===== src/shared/usbdma_pkg.sv =====
// ****************************************
// Shared constants of the DMA slave port
// ****************************************
package usbdma_pkg;
  // Register byte offsets
  localparam logic [3:0] REG_CFG_OFF = 4'h0;
  localparam logic [3:0] REG_CNT_OFF = 4'h4;
  localparam logic [3:0] REG_STAT_OFF = 4'h8;
  // Configuration fields
  localparam int CFG_EPIDX_LSB = 0;
  localparam int CFG_EN_BIT = 4;
  localparam int CFG_CNTEN_BIT = 5;
  localparam int CFG_SHORT_BIT = 6;
  localparam int CFG_BURST_BIT = 7;
  localparam int CFG_WIDE_BIT = 8;
  localparam int CFG_DMA_REQUEST_OUT_POL_BIT = 9;
  localparam int CFG_DMA_ACKNOWLEDGE_IN_POL_BIT = 10;
  localparam int CFG_EOT_POL_BIT = 11;
  localparam int CFG_ACKMODE_BIT = 12;
  localparam int CFG_W = 13;
  // Status fields
  localparam int STAT_RUN_BIT = 16;
  localparam int STAT_DONE_BIT = 17;
  localparam int STAT_WHY_LSB = 18;
  // Reset values
  localparam logic [12:0] CFG_RESET = 13'h0000;
  localparam logic [15:0] CNT_RESET = 16'h0000;
  // Burst length and endpoint code range
  localparam logic [4:0] BURST_MAX_BYTES = 5'h10;
  localparam logic [3:0] EP_FIRST_CODE = 4'h2;
  localparam logic [3:0] EP_LAST_CODE = 4'hf;
  // Reason a run ended
  localparam logic [1:0] END_PIN = 2'h0;
  localparam logic [1:0] END_COUNT = 2'h1;
  localparam logic [1:0] END_SHORT = 2'h2;
  localparam logic [1:0] END_OFF = 2'h3;
  // Sequencer states, Gray along idle, run, drain
  typedef enum logic [1:0] {
    USBDMA_IDLE = 2'b00,
    USBDMA_RUN = 2'b01,
    USBDMA_DRAIN = 2'b11
  } usbdma_state_t;
endpackage : usbdma_pkg


===== src/logic/usbdma_sync.sv =====
`timescale 1ns/1ps
// ****************************************
// Two flop synchroniser, one per bit
// ****************************************
module usbdma_sync #(
  parameter int W = 1
) (
  input wire logic clk_i,
  input wire logic rst_i,
  input wire logic [W-1:0] d_i,
  output logic [W-1:0] q_o
);
  // First stage is read only by the second
  logic [W-1:0] meta_q;
  logic [W-1:0] sync_q;
  genvar b;
  generate
    for (b = 0; b < W; b++) begin : g_bit
      // Reset value is a constant, inputs are idle high pins
      always_ff @(posedge clk_i) begin
        if (rst_i) begin
          meta_q[b] <= 1'b1;
          sync_q[b] <= 1'b1;
        end else begin
          meta_q[b] <= d_i[b];
          sync_q[b] <= meta_q[b];
        end
      end
    end
  endgenerate
  assign q_o = sync_q;
endmodule : usbdma_sync


===== src/logic/usbdma_strobe.sv =====
`timescale 1ns/1ps
// ****************************************
// Polarity fix and edge detect of strobes
// ****************************************
module usbdma_strobe #(
  parameter int W = 1
) (
  input wire logic clk_i,
  input wire logic rst_i,
  input wire logic [W-1:0] lvl_i,
  input wire logic [W-1:0] pol_i,
  output logic [W-1:0] act_o,
  output logic [W-1:0] rise_o,
  output logic [W-1:0] fall_o
);
  // Previous active-true level
  logic [W-1:0] prev_q;
  genvar b;
  generate
    for (b = 0; b < W; b++) begin : g_bit
      // Pol high means the pin is active high
      assign act_o[b] = pol_i[b] ? lvl_i[b] : ~lvl_i[b];
      assign rise_o[b] = act_o[b] & ~prev_q[b];
      assign fall_o[b] = ~act_o[b] & prev_q[b];
      always_ff @(posedge clk_i) begin
        if (rst_i) begin
          prev_q[b] <= 1'b0;
        end else begin
          prev_q[b] <= act_o[b];
        end
      end
    end
  endgenerate
endmodule : usbdma_strobe


===== src/logic/usbdma_port.sv =====
// Added by the designer: the Wishbone slave port and the placing of the registers.
`timescale 1ns/1ps
// ****************************************
// DMA slave port of the endpoint FIFOs
// ****************************************
// Notes on behaviour
// - One of fourteen endpoints serves DMA.
// - DMA interleaves with processor endpoint access.
// - Single or burst, burst up to 16.
// - Request, acknowledge, end polarity programmable.
// - Endpoint n encoded as n plus one.
// - Endpoint direction bit sets transfer direction.
// - Acknowledge routes access to DMA endpoint.
// - Mode bit: fly-by or acknowledge strobe.
// - Request when FIFO has data or room.
// - Fly-by strobes drive out or capture data.
// - Request drops per item or burst end.
// - Acknowledge release stops bus drive.
// - Acknowledge strobe mode ignores read/write strobes.
// - End-of-transfer pin stops DMA.
// - Byte counter loads, ends run at zero.
// - Pin end on receive flushes active buffer.
// - Short packet ends receive run.
// - Clearing enable stops, no interrupt.
module usbdma_port (
  input wire logic clk_i,
  input wire logic rst_i,
  input wire logic wb_cyc_i,
  input wire logic wb_stb_i,
  input wire logic wb_we_i,
  input wire logic [3:0] wb_adr_i,
  input wire logic [3:0] wb_sel_i,
  input wire logic [31:0] wb_dat_i,
  output logic [31:0] wb_dat_o,
  output logic wb_ack_o,
  output logic dma_request_out_o,
  input wire logic dma_acknowledge_in_i,
  input wire logic end_of_transfer_in_i,
  input wire logic rd_n_i,
  input wire logic wr_n_i,
  input wire logic [15:0] bus_data_i,
  output logic [15:0] bus_data_o,
  output logic bus_data_oe_o,
  input wire logic [3:0] cpu_ep_select_i,
  output logic [3:0] dma_endpoint_index_o,
  input wire logic endpoint_direction_bit_i,
  input wire logic fifo_has_data_i,
  input wire logic fifo_has_room_i,
  input wire logic short_packet_i,
  input wire logic [15:0] fifo_rdata_i,
  output logic [3:0] dma_endpoint_select_o,
  output logic fifo_pop_o,
  output logic fifo_push_o,
  output logic [15:0] fifo_wdata_o,
  output logic fifo_word_o,
  output logic fifo_flush_o
);
  // ****************************************
  // Pin synchronisers and strobe decoding
  // ****************************************
  logic [3:0] pin_sync; // dma_acknowledge_in, eot, rd_n, wr_n
  logic [15:0] data_sync; // Bus data, same delay as strobes
  logic [3:0] pin_pol;
  logic [3:0] pin_act;
  logic [3:0] pin_rise;
  logic [3:0] pin_fall;
  logic [12:0] cfg_q; // Configuration register
  logic [15:0] cnt_reg_q; // Programmed byte count

  usbdma_sync #(.W(20)) u_sync (
    .clk_i(clk_i),
    .rst_i(rst_i),
    .d_i({dma_acknowledge_in_i, end_of_transfer_in_i, rd_n_i, wr_n_i, bus_data_i}),
    .q_o({pin_sync, data_sync})
  );

  assign pin_pol = {cfg_q[usbdma_pkg::CFG_DMA_ACKNOWLEDGE_IN_POL_BIT],
                    cfg_q[usbdma_pkg::CFG_EOT_POL_BIT], 2'b00};

  usbdma_strobe #(.W(4)) u_strobe (
    .clk_i(clk_i),
    .rst_i(rst_i),
    .lvl_i(pin_sync),
    .pol_i(pin_pol),
    .act_o(pin_act),
    .rise_o(pin_rise),
    .fall_o(pin_fall)
  );

  // Named views of the decoded pins
  wire dma_acknowledge_in_act = pin_act[3];
  wire dma_acknowledge_in_fall = pin_fall[3];
  wire eot_rise = pin_rise[2];
  wire rd_act = pin_act[1];
  wire rd_fall = pin_fall[1];
  wire wr_act = pin_act[0];
  wire wr_fall = pin_fall[0];

  // ****************************************
  // Configuration views
  // ****************************************
  // endpoint code field
  wire [3:0] ep_idx = cfg_q[usbdma_pkg::CFG_EPIDX_LSB +: 4];
  wire en = cfg_q[usbdma_pkg::CFG_EN_BIT];
  wire cnt_en = cfg_q[usbdma_pkg::CFG_CNTEN_BIT];
  wire short_en = cfg_q[usbdma_pkg::CFG_SHORT_BIT];
  wire burst = cfg_q[usbdma_pkg::CFG_BURST_BIT];
  wire wide = cfg_q[usbdma_pkg::CFG_WIDE_BIT];
  wire dma_request_out_pol = cfg_q[usbdma_pkg::CFG_DMA_REQUEST_OUT_POL_BIT];
  wire ackm = cfg_q[usbdma_pkg::CFG_ACKMODE_BIT];
  // only codes of endpoints 1..14 are served
  wire ep_valid = (ep_idx >= usbdma_pkg::EP_FIRST_CODE) &&
                  (ep_idx <= usbdma_pkg::EP_LAST_CODE);
  // direction bit high means DMA writes the FIFO
  wire dir_wr = endpoint_direction_bit_i;
  wire [4:0] step = wide ? 5'h02 : 5'h01;

  // ****************************************
  // Wishbone slave decode
  // ****************************************
  logic ack_q;
  logic [31:0] rdat_q;
  logic done_q; // Sticky run-ended flag
  logic [1:0] why_q; // Why the last run ended
  logic [15:0] cnt_q; // Live byte counter
  usbdma_pkg::usbdma_state_t state_q;
  usbdma_pkg::usbdma_state_t state_d;
  logic [31:0] sel_mask;

  // Byte-lane mask from the select lines
  genvar gb;
  generate
    for (gb = 0; gb < 4; gb++) begin : g_lane
      assign sel_mask[gb*8 +: 8] = {8{wb_sel_i[gb]}};
    end
  endgenerate

  wire bus_req = wb_cyc_i && wb_stb_i && !ack_q;
  wire wr_req = bus_req && wb_we_i;
  wire hit_cfg = wb_adr_i == usbdma_pkg::REG_CFG_OFF;
  wire hit_cnt = wb_adr_i == usbdma_pkg::REG_CNT_OFF;
  wire hit_stat = wb_adr_i == usbdma_pkg::REG_STAT_OFF;
  wire [31:0] cfg_wide = {19'h00000, cfg_q};
  wire [31:0] cfg_merge = (cfg_wide & ~sel_mask) | (wb_dat_i & sel_mask);
  wire [31:0] cnt_merge = ({16'h0000, cnt_reg_q} & ~sel_mask) | (wb_dat_i & sel_mask);
  wire cfg_wr = wr_req && hit_cfg;
  // Enable written from zero to one starts a run
  wire en_rise = cfg_wr && cfg_merge[usbdma_pkg::CFG_EN_BIT] && !en;
  wire done_clr = wr_req && hit_stat && wb_sel_i[2] && wb_dat_i[usbdma_pkg::STAT_DONE_BIT];
  wire [31:0] stat_word = {12'h000, why_q, done_q, state_q == usbdma_pkg::USBDMA_RUN, cnt_q};
  // Unmapped offsets read as zero and still acknowledge
  wire [31:0] rd_mux = hit_cfg ? cfg_wide :
                       hit_cnt ? {16'h0000, cnt_reg_q} :
                       hit_stat ? stat_word : 32'h0000_0000;

  // ****************************************
  // Transfer events
  // ****************************************
  wire running = state_q == usbdma_pkg::USBDMA_RUN;
  // fly-by item completes on strobe release
  wire fly_done = !ackm && dma_acknowledge_in_act && (dir_wr ? wr_fall : rd_fall);
  // acknowledge release is the strobe here
  wire ack_done = ackm && dma_acknowledge_in_fall;
  wire xfer_done = running && (fly_done || ack_done);
  wire xfer_rd = xfer_done && !dir_wr;
  wire xfer_wr = xfer_done && dir_wr;

  // count runs out on this item
  wire cnt_end = cnt_en && xfer_done && (cnt_q <= {11'h000, step});
  wire short_end = short_en && !dir_wr && short_packet_i && !fifo_has_data_i;
  wire pin_end = running && eot_rise;
  wire off_end = running && !en;
  wire run_end = pin_end || off_end || (running && (cnt_end || short_end));
  wire [1:0] why_d = pin_end ? usbdma_pkg::END_PIN :
                     off_end ? usbdma_pkg::END_OFF :
                     cnt_end ? usbdma_pkg::END_COUNT : usbdma_pkg::END_SHORT;

  // ****************************************
  // Request pacing
  // ****************************************
  logic hold_q; // Request withheld until acknowledge drops
  logic [4:0] burst_q; // Bytes moved in this DMA cycle
  logic req_q; // Active-true request
  wire [4:0] burst_next = burst_q + step;
  // single drops each item, burst at the limit
  wire cycle_end = xfer_done && (!burst || burst_next >= usbdma_pkg::BURST_MAX_BYTES);
  // FIFO has data to read out or room to fill
  wire fifo_ready = dir_wr ? fifo_has_room_i : fifo_has_data_i;
  wire req_d = running && en && ep_valid && fifo_ready && !hold_q && !cycle_end && !run_end;

  // ****************************************
  // Bus drive and capture
  // ****************************************
  logic [15:0] hold_data_q; // Bus data seen while strobe active
  // drive only while acknowledge is active
  wire oe_d = dma_acknowledge_in_act && ep_valid && !dir_wr &&
              (state_q != usbdma_pkg::USBDMA_IDLE) && (ackm ? 1'b1 : rd_act);
  wire wr_strobe = ackm ? dma_acknowledge_in_act : (dma_acknowledge_in_act && wr_act);

  // ****************************************
  // Sequencer next state
  // ****************************************
  always_comb begin
    state_d = state_q;
    case (state_q)
      usbdma_pkg::USBDMA_IDLE: begin
        // Start once enabled
        if (en) begin
          state_d = usbdma_pkg::USBDMA_RUN;
        end
      end
      usbdma_pkg::USBDMA_RUN: begin
        // Any end condition stops the run
        if (run_end) begin
          state_d = usbdma_pkg::USBDMA_DRAIN;
        end
      end
      usbdma_pkg::USBDMA_DRAIN: begin
        // Let the controller finish its acknowledge
        if (!dma_acknowledge_in_act) begin
          state_d = usbdma_pkg::USBDMA_IDLE;
        end
      end
      default: begin
        state_d = usbdma_pkg::USBDMA_IDLE;
      end
    endcase
  end

  // ****************************************
  // Register file and bus answer
  // ****************************************
  // Ack is a single cycle pulse, data from a flop
  always_ff @(posedge clk_i) begin
    if (rst_i) begin
      ack_q <= 1'b0;
      rdat_q <= 32'h0000_0000;
    end else begin
      ack_q <= bus_req;
      rdat_q <= bus_req ? rd_mux : 32'h0000_0000;
    end
  end

  // Software write wins over the hardware enable clear
  always_ff @(posedge clk_i) begin
    if (rst_i) begin
      cfg_q <= usbdma_pkg::CFG_RESET;
    end else if (cfg_wr) begin
      cfg_q <= cfg_merge[12:0];
    end else if (run_end) begin
      // Hardware end clears enable, no interrupt raised
      cfg_q[usbdma_pkg::CFG_EN_BIT] <= 1'b0;
    end
  end

  // Programmed count
  always_ff @(posedge clk_i) begin
    if (rst_i) begin
      cnt_reg_q <= usbdma_pkg::CNT_RESET;
    end else if (wr_req && hit_cnt) begin
      cnt_reg_q <= cnt_merge[15:0];
    end
  end

  // Done flag: a set in the clearing cycle wins
  always_ff @(posedge clk_i) begin
    if (rst_i) begin
      done_q <= 1'b0;
      why_q <= usbdma_pkg::END_PIN;
    end else if (run_end) begin
      done_q <= 1'b1;
      why_q <= why_d;
    end else if (done_clr) begin
      done_q <= 1'b0;
    end
  end

  // ****************************************
  // Sequencer, counter and pacing state
  // ****************************************
  always_ff @(posedge clk_i) begin
    if (rst_i) begin
      state_q <= usbdma_pkg::USBDMA_IDLE;
    end else begin
      state_q <= state_d;
    end
  end

  // load on enable, count down by item size
  always_ff @(posedge clk_i) begin
    if (rst_i) begin
      cnt_q <= 16'h0000;
    end else if (en_rise) begin
      cnt_q <= cnt_reg_q;
    end else if (xfer_done) begin
      cnt_q <= (cnt_q > {11'h000, step}) ? cnt_q - {11'h000, step} : 16'h0000;
    end
  end

  always_ff @(posedge clk_i) begin
    if (rst_i) begin
      hold_q <= 1'b0;
      burst_q <= 5'h00;
    end else if (cycle_end) begin
      hold_q <= 1'b1;
      burst_q <= 5'h00;
    end else if (xfer_done) begin
      burst_q <= burst_next;
    end else if (!dma_acknowledge_in_act) begin
      hold_q <= 1'b0;
    end
  end

  // request pin polarity applied at the output flop
  always_ff @(posedge clk_i) begin
    if (rst_i) begin
      req_q <= 1'b0;
      // Reset polarity is active low, so the idle pin level is high
      dma_request_out_o <= 1'b1;
    end else begin
      req_q <= req_d;
      dma_request_out_o <= dma_request_out_pol ? req_d : ~req_d;
    end
  end

  // ****************************************
  // Data path and FIFO side
  // ****************************************
  // Capture bus while a write strobe is active
  always_ff @(posedge clk_i) begin
    if (rst_i) begin
      hold_data_q <= 16'h0000;
    end else if (wr_strobe) begin
      hold_data_q <= data_sync;
    end
  end

  // acknowledge steers the FIFO port to DMA
  always_ff @(posedge clk_i) begin
    if (rst_i) begin
      dma_endpoint_select_o <= 4'h0;
      dma_endpoint_index_o <= 4'h0;
      fifo_word_o <= 1'b0;
    end else begin
      dma_endpoint_select_o <= dma_acknowledge_in_act ? ep_idx : cpu_ep_select_i;
      dma_endpoint_index_o <= ep_idx;
      fifo_word_o <= wide;
    end
  end

  always_ff @(posedge clk_i) begin
    if (rst_i) begin
      bus_data_o <= 16'h0000;
      bus_data_oe_o <= 1'b0;
    end else begin
      bus_data_o <= oe_d ? fifo_rdata_i : 16'h0000;
      bus_data_oe_o <= oe_d;
    end
  end

  // pop on read items, push on write items
  always_ff @(posedge clk_i) begin
    if (rst_i) begin
      fifo_pop_o <= 1'b0;
      fifo_push_o <= 1'b0;
      fifo_wdata_o <= 16'h0000;
      fifo_flush_o <= 1'b0;
    end else begin
      fifo_pop_o <= xfer_rd;
      fifo_push_o <= xfer_wr;
      fifo_wdata_o <= xfer_wr ? hold_data_q : fifo_wdata_o;
      // pin end on receive discards active buffer
      fifo_flush_o <= pin_end && !dir_wr;
    end
  end

  assign wb_ack_o = ack_q;
  assign wb_dat_o = rdat_q;
endmodule : usbdma_port


===== config.mk =====
export PLATFORM = sky130hd
export DESIGN_NAME = usbdma_port
export DESIGN_NICKNAME = d
export VERILOG_FILES = /design/src/shared/usbdma_pkg.sv /design/src/logic/usbdma_sync.sv /design/src/logic/usbdma_strobe.sv /design/src/logic/usbdma_port.sv
export SDC_FILE = /design/constraint.sdc
export NUM_CORES = 1
export LEC_CHECK = 0
export BUFFER_PORTS_ARGS = -buffer_cell sky130_fd_sc_hd__buf_2
export CAP_MARGIN = 40
export CORE_ASPECT_RATIO = 1.25
export CORE_MARGIN = 1.5
export CORE_UTILIZATION = 57
export DETAILED_ROUTE_END_ITERATION = 16
export GPL_ROUTABILITY_DRIVEN = 1
export GPL_TIMING_DRIVEN = 0
export PLACE_DENSITY = 0.83
export SLEW_MARGIN = 20
export SYNTH_ARGS = -nofsm -noshare
export SYNTH_HDL_FRONTEND = slang
export SYNTH_SLANG_ARGS = --single-unit

===== constraint.sdc =====
create_clock -name clk_i -period 5.94 [get_ports clk_i]
set_clock_uncertainty 0.05 [all_clocks]
set_input_delay 1.188 -clock clk_i [delete_from_list [all_inputs] [get_ports clk_i]]
set_output_delay 1.188 -clock clk_i [all_outputs]
set_load 0.05 [all_outputs]

==> impl_metrics.py, run 1 <==
metrics = {
    "die": {
        "io_pins": 168,
        "coreArea_um2": 11620,
        "die_h_um": 125.2,
        "die_area_um2": 12610,
        "die_w_um": 100.7,
        "std_cell_rows": 44,
        "start_util": 0.5858,
    },
    "global_route": {
        "grtUsageTotal": 0.3048,
        "grt_max_degree": 17,
        "grt_overflow": 0,
        "grt_pass1_wl_mm": 29.35,
        "grt_pass1_vias": 5805,
        "antenna_found_initial": 0,
    },
    "yosys": {
        "yosysTopAreaCell": "dfxtp_1",
        "synth_xor_area_frac": 0.003861,
        "synthDominantCellAreaShare": 0.5383,
        "avgSynthCellArea_um2": 9.038,
        "synthesis.area_um2": 6805,
        "ys_seq_area_frac": 0.5383,
        "ys_async_sr_fraction": 0,
        "yosys-top-cells-count": "183 x dfxtp_1, 99 x nand2_1, 78 x a21oi_1, 54 x nor2_1, 44 x o21ai_0",
        "ys_top_cells_by_area": "dfxtp_1 54%, a21oi_1 5.7%, nand2_1 5.5%",
        "synth-edff-count": 0,
        "synth_warnings": 0,
        "syn_inst": 753,
        "synth_ff_type": "dfxtp_1",
        "synth_cell_types": 53,
        "yosys.area_share.simple": 0.2318,
        "synth_fa_ha_area_frac": 0.01324,
        "synth_top_family_by_area": "simple AND/OR/NAND/NOR gates",
        "synth_mux_area_frac": 0.02813,
        "synth.most_common_cell": "dfxtp_1",
        "synth_compound_area_frac": 0.1405,
        "synth_seq_cells": 183,
    },
    "setup_path": {
        "critPathLaunchType": "input port",
        "cp_cell_sequence": "buf_2 -> or4_1 -> clkbuf_1 -> nor2_1 -> clkbuf_1 -> nand3_1 -> a21oi_1",
        "cp_max_fo": 10,
        "crit_required_ns": 6.24,
        "crit_type": "input port to register",
        "crit_arrival_ns": 3.47,
        "cpMaxStageDelayCell": "nor2_1",
        "crit_path_start": "wb_adr_i[1]",
        "path_buf_inv": 3,
        "crit_family": "simple AND/OR/NAND/NOR gates",
        "critPathCaptureType": "register",
        "slowest_delay_ns": 0.57,
        "path_common_cell": "clkbuf_1",
    },
    "finish": {
        "layout.nets": 1022,
        "syn_to_final_growth_pct": 22.91,
        "diodes": 0,
        "drive_gt1_frac": 0.2548,
        "fin_util": 0.7201,
    },
    "clocking": {
        "cts.sinks": 183,
        "clock_latency_ns": 0.43,
        "numCtsBuffers": 17,
        "clk_pin_slew_worst_paths_ns": 0.07,
        "cts_root_buffer": "clkbuf_16",
        "clockBufferDepth": 2,
        "holdBufCountCts": 0,
        "tritoncts": "yes",
        "htree_levels": 4,
        "cts_resized": 0,
        "post_cts_buffers": 0,
    },
    "placed_design": {
        "hpwl_mm": 13.59,
        "gp_congestion": 0.9768,
        "port_buffers": 138,
    },
    "sta": {
        "tns_ns": 0,
        "rsz0062_at_grt": "false",
        "finalCritPeriodShare": 0.5349,
        "hold_slack_ns": 0.3543,
        "worst_slew_pin_slew_ns": 0.8172,
        "layout_min_cycle_time_ns": 3.178,
        "hold_violations": 0,
        "finalMaxSlewViolations": 0,
        "fmax_mhz": 314.7,
        "setup_violations": 0,
        "relSlewSlack": 0.4534,
    },
    "route": {
        "wl_per_cell_um": 16.96,
        "antenna_left": 0,
        "drc_errors": 0,
        "wirelength_mm": 18.64,
        "first_iter_violations": 412,
        "drtPass1Iterations": 5,
        "vias": 6151,
        "detail_route.vias_per_cell": 5.597,
    },
    "pwr": {
        "vdd_ir_drop_max_mv": 0.2208,
        "p_per_area_nw_per_um2": 298.5,
        "power_mw": 2.497,
        "leakage_nw": 3.562,
    },
    "flow_run": {
        "cap_violations": 0,
    },
    "worst_hold_path": {
        "hold_start": "u_sync.meta_q[15]",
        "hp-class": "register to register",
    },
    "run_status": {
        "status": "completed",
    },
}
stage by stage:
step / std cells / setup WS, ns / cell area [um2]
floorplan: 764 / 2.879 / 6847
finish: 1099 / 2.762 / 8364
global placement: 1063 / 2.276 / 7739
global route: 1099 / 2.747 / 8364
CTS: 1095 / 2.533 / 8339
detailed placement: 1065 / 2.272 / 7749
area by class of cell:
class                      count  area (um2)
buffer                        55       266.5
clock buffer                  19       452.9
clock inverter                11       137.6
fill                         936        3252
inverter                       8       30.03
multi-input combinational    518        2887
sequential                   183        3664
tap                          161       201.4
timing repair buffer         144       725.7
cells by family after synthesis:
family,after synthesis
compound gates,164
simple gates,314
fa+ha+maj,6
mux,19
xor+xnor,3
other cells,1
flops,183
buf+inv,63
worst paths after layout:
kind / slack [ns] / to / cells after the start
min: 0.35 / u_sync.q_o[15] / 1
max: 2.76 / register / 7
max reg2reg: 2.85 / cnt_q[6] / 10
min reg2reg: 0.35 / u_sync.q_o[15] / 1
layer usage:
metal | GRT usage | wire length [um]
met1 | 0.3514 | 6972
met2 | 0.5147 | 9393
met3 | 0.06540 | 1366
met4 | 0.1773 | 911
met5 | 0 | 0
power breakdown:
part / switching [mW] / total [mW] / leakage, nW / internal, mW
Clock: 0.473 / 1.12 / 0.293 / 0.647
Sequential: 0.00547 / 1.25 / 1.49 / 1.24
Combinational: 0.0824 / 0.127 / 1.78 / 0.0448
placed cells by master, fill, tap and decap left out, drive strengths merged, types with 4 or more instances in the layout:
master	instances
o21ai	46
a21oi	78
clkinv	4
dfxtp	183
nor4	6
nor3	15
a311oi	12
conb	12
nand2	99
and2	18
or3	8
nor2	54
clkbuf	59
ha	4
buf	159
or2	42
a22oi	6
nor2b	7
inv	13
nand3	35
mux2i	18
or4	10
(Power assumes the default switching activity.)
==> run 2, diff against run 1 <==
Settings changed: ABC_AREA from default to 1, CORE_UTILIZATION 57 to 48, PLACE_DENSITY 0.83 to 0.74.
Clock period 5.94 ns to 2.7 ns, I/O delays scaled along.
==> run 2 against run 1 <==
Net effect:
- cell count increased by 9.7%
- cell area increased by 1.5%
- critical path depth increased by 5
- combinational power increased by 120%
- via count decreased by 3.3%
- largest power group unchanged
==> impl_metrics.py, run 2 <==
metrics = {
    "run_status": {
        "status": "completed",
    },
    "pwr": {
        "seqPwrFrac": 0.503,
        "p_per_area_nw_per_um2": 643.0,
        "clkPwrFrac": 0.445,
        "p_sw_frac": 0.2409,
        "combPwrFrac": 0.052,
        "power_mw": 5.460,
        "leakage_nw": 3.909,
        "vdd_ir_drop_max_mv": 0.4731,
        "p_switching_mw": 1.315,
        "intPower_mw": 4.145,
    },
    "flow_run": {
        "cap_violations": 0,
    },
    "sta": {
        "layout_min_cycle_time_ns": 2.399,
        "relSlewSlack": 0.5358,
        "hold_violations": 0,
        "setup_violations": 0,
        "tns_ns": 0,
        "finalMaxSlewViolations": 0,
        "hold_slack_ns": 0.2276,
        "rsz0062_at_grt": "false",
        "worst_slew_pin_slew_ns": 0.6963,
        "fmax_mhz": 416.8,
        "finalCritPeriodShare": 0.8885,
    },
    "yosys": {
        "synth_cell_types": 42,
        "syn_inst": 848,
        "synth.most_common_cell": "dfxtp_1",
        "synthDominantCellAreaShare": 0.5276,
        "yosysTopAreaCell": "dfxtp_1",
        "synth_seq_cells": 183,
        "synth_ff_type": "dfxtp_1",
        "ys_top_cells_by_area": "dfxtp_1 53%, nor2_1 6.3%, inv_1 5.5%",
        "ys_async_sr_fraction": 0,
        "avgSynthCellArea_um2": 8.189,
        "synthesis.area_um2": 6944,
        "synth-edff-count": 0,
        "synth_warnings": 0,
        "yosys-top-cells-count": "183 x dfxtp_1, 117 x nor2_1, 102 x inv_1, 91 x nand2_1, 60 x o21ai_0",
        "ys_seq_area_frac": 0.5276,
    },
    "setup_path": {
        "cp_cell_sequence": "inv_2 -> ha_1 -> inv_1 -> fa_1 -> nor2_1 -> nand2_1 -> nor2_2 -> nand4_1 -> xor2_1 -> nor2_1 -> nor2_1 -> nor2_1",
        "crit_type": "register to register",
        "critPathLaunchType": "register",
        "crit_cells": 12,
        "slowest_delay_ns": 0.42,
        "cp_max_fo": 6,
        "crit_required_ns": 2.95,
        "path_common_cell": "nor2_1",
        "crit_family": "simple AND/OR/NAND/NOR gates",
        "r2r_cells": 12,
        "cpMaxStageDelayCell": "fa_1",
        "r2r-end": "cnt_q[14]",
        "path_buf_inv": 2,
        "r2r_slack_ns": 0.30,
        "critPathCaptureType": "register",
        "endpoint": "cnt_q[14]",
        "crit_arrival_ns": 2.64,
    },
    "placed_design": {
        "hpwl_mm": 13.12,
        "dpl.cell_count": 1174,
        "gp_congestion": 0.9437,
        "port_buffers": 139,
    },
    "finish": {
        "fin_util": 0.6068,
        "syn_to_final_growth_pct": 22.29,
        "fin_cells": 1206,
        "layout.nets": 1113,
        "final_cell_mix": "183 x dfxtp_1, 147 x buf_2, 116 x nor2_1",
        "diodes": 0,
        "drive_gt1_frac": 0.2551,
        "final_common_cell": "dfxtp_1",
    },
    "global_route": {
        "grt_pass1_wl_mm": 26.97,
        "grt_max_degree": 19,
        "grt_overflow": 0,
        "antenna_found_initial": 0,
        "grtUsageTotal": 0.2294,
        "grt_pass1_vias": 5398,
    },
    "route": {
        "antenna_left": 0,
        "first_iter_violations": 332,
        "drc_errors": 0,
        "wl_per_cell_um": 14.48,
        "detail_route.vias_per_cell": 4.931,
        "wirelength_mm": 17.46,
        "vias": 5947,
        "drtPass1Iterations": 5,
    },
    "die": {
        "die_h_um": 137.5,
        "coreArea_um2": 13990,
        "die_w_um": 110.6,
        "io_pins": 168,
        "die_area_um2": 15200,
        "start_util": 0.4962,
        "std_cell_rows": 48,
    },
    "clocking": {
        "numCtsBuffers": 17,
        "clock_latency_ns": 0.44,
        "htree_levels": 4,
        "tritoncts": "yes",
        "cts.sinks": 183,
        "clk_pin_slew_worst_paths_ns": 0.07,
        "holdBufCountCts": 0,
        "cts_root_buffer": "clkbuf_16",
        "clockBufferDepth": 2,
    },
    "worst_hold_path": {
        "hp-class": "input port to register",
    },
}
-- run 2: cell types whose count changed after synthesis, moves of 11 or more --
cell,before,now
o21ai_0,44,60
inv_1,8,102
a311oi_1,12,0
mux2i_1,18,0
clkbuf_1,37,21
nor2_1,54,117
and2_1,18,0
nand3_1,35,46
a21oi_1,78,58
-- run 2: worst min-delay path by stage --
stage	start	end	slack (ns)	cells past startpoint
3_3_place_gp	u_sync.meta_q[14]	u_sync.q_o[14]	0.34	1
2_1_floorplan	u_sync.meta_q[0]	u_sync.q_o[0]	0.34	1
6_report	bus_data_i[8]	u_sync.meta_q[8]	0.23	2
4_1_cts	bus_data_i[13]	u_sync.meta_q[13]	0.22	2
3_5_place_dp	u_sync.meta_q[16]	u_sync.q_o[16]	0.34	1
5_1_grt	bus_data_i[9]	u_sync.meta_q[9]	0.21	2
-- run 2: power by group through the flow --
stage	sequential, mW	clock (mW)	combinational (mW)
finish	2.75	2.43	0.282
global route	2.75	2.58	0.304
CTS	2.75	2.47	0.281
detailed placement	2.81	0	0.280
global placement	2.81	0	0.279
floorplan	2.83	0	0.153
-- run 2: timing repair --
item	in CTS	in global routing
endpoints found under the setup margin	0	3
resized for setup	0	2
buffers inserted	0	0
-- run 2: cell type report --
| cell class | count | area [um2] |
|---|---|---|
| fillers | 1302 | 5502 |
| flip-flops and latches | 183 | 3664 |
| multi-input cells | 517 | 2645 |
| repair buffers | 140 | 700.7 |
| inverters | 113 | 426.7 |
| clock buffers | 17 | 425.4 |
| plain buffers | 46 | 252.7 |
| well taps | 175 | 219.0 |
| clock inverters | 15 | 158.9 |
-- run 2: logic make-up (layout without fill, tap and decap cells) --
group           after synthesis  after routing  share of synthesized area
compound gates              158            158                     0.1267
fa+ha+maj                     6              6                    0.01297
flops                       183            183                     0.5276
other cells                   1             12                  0.0005400
buf+inv                     159            331                    0.09784
simple gates                328            328                     0.2180
xor+xnor                     13             13                    0.01640
-- run 2: layer usage --
metal  part of all wire  vias to the layer above  global-route usage  wire length (um)
met4              0.029                        0              0.1040               508
met3              0.055                       41             0.04883               952
met1               0.41                     2690              0.2656              7150
met2               0.51                      184              0.4095              8849
met5                  0                        -                   0                 0
li1                   -                     3032                   -                 -
-- run 2: per-stage QoR --
stage | setup slack [ns] | instance area, um2
2_1_floorplan | 0.5145 | 6985
6_report | 0.3009 | 8492
5_1_grt | 0.04902 | 8492
3_5_place_dp | 0.08812 | 7905
3_3_place_gp | 0.1170 | 7900
4_1_cts | 0.07992 | 8489
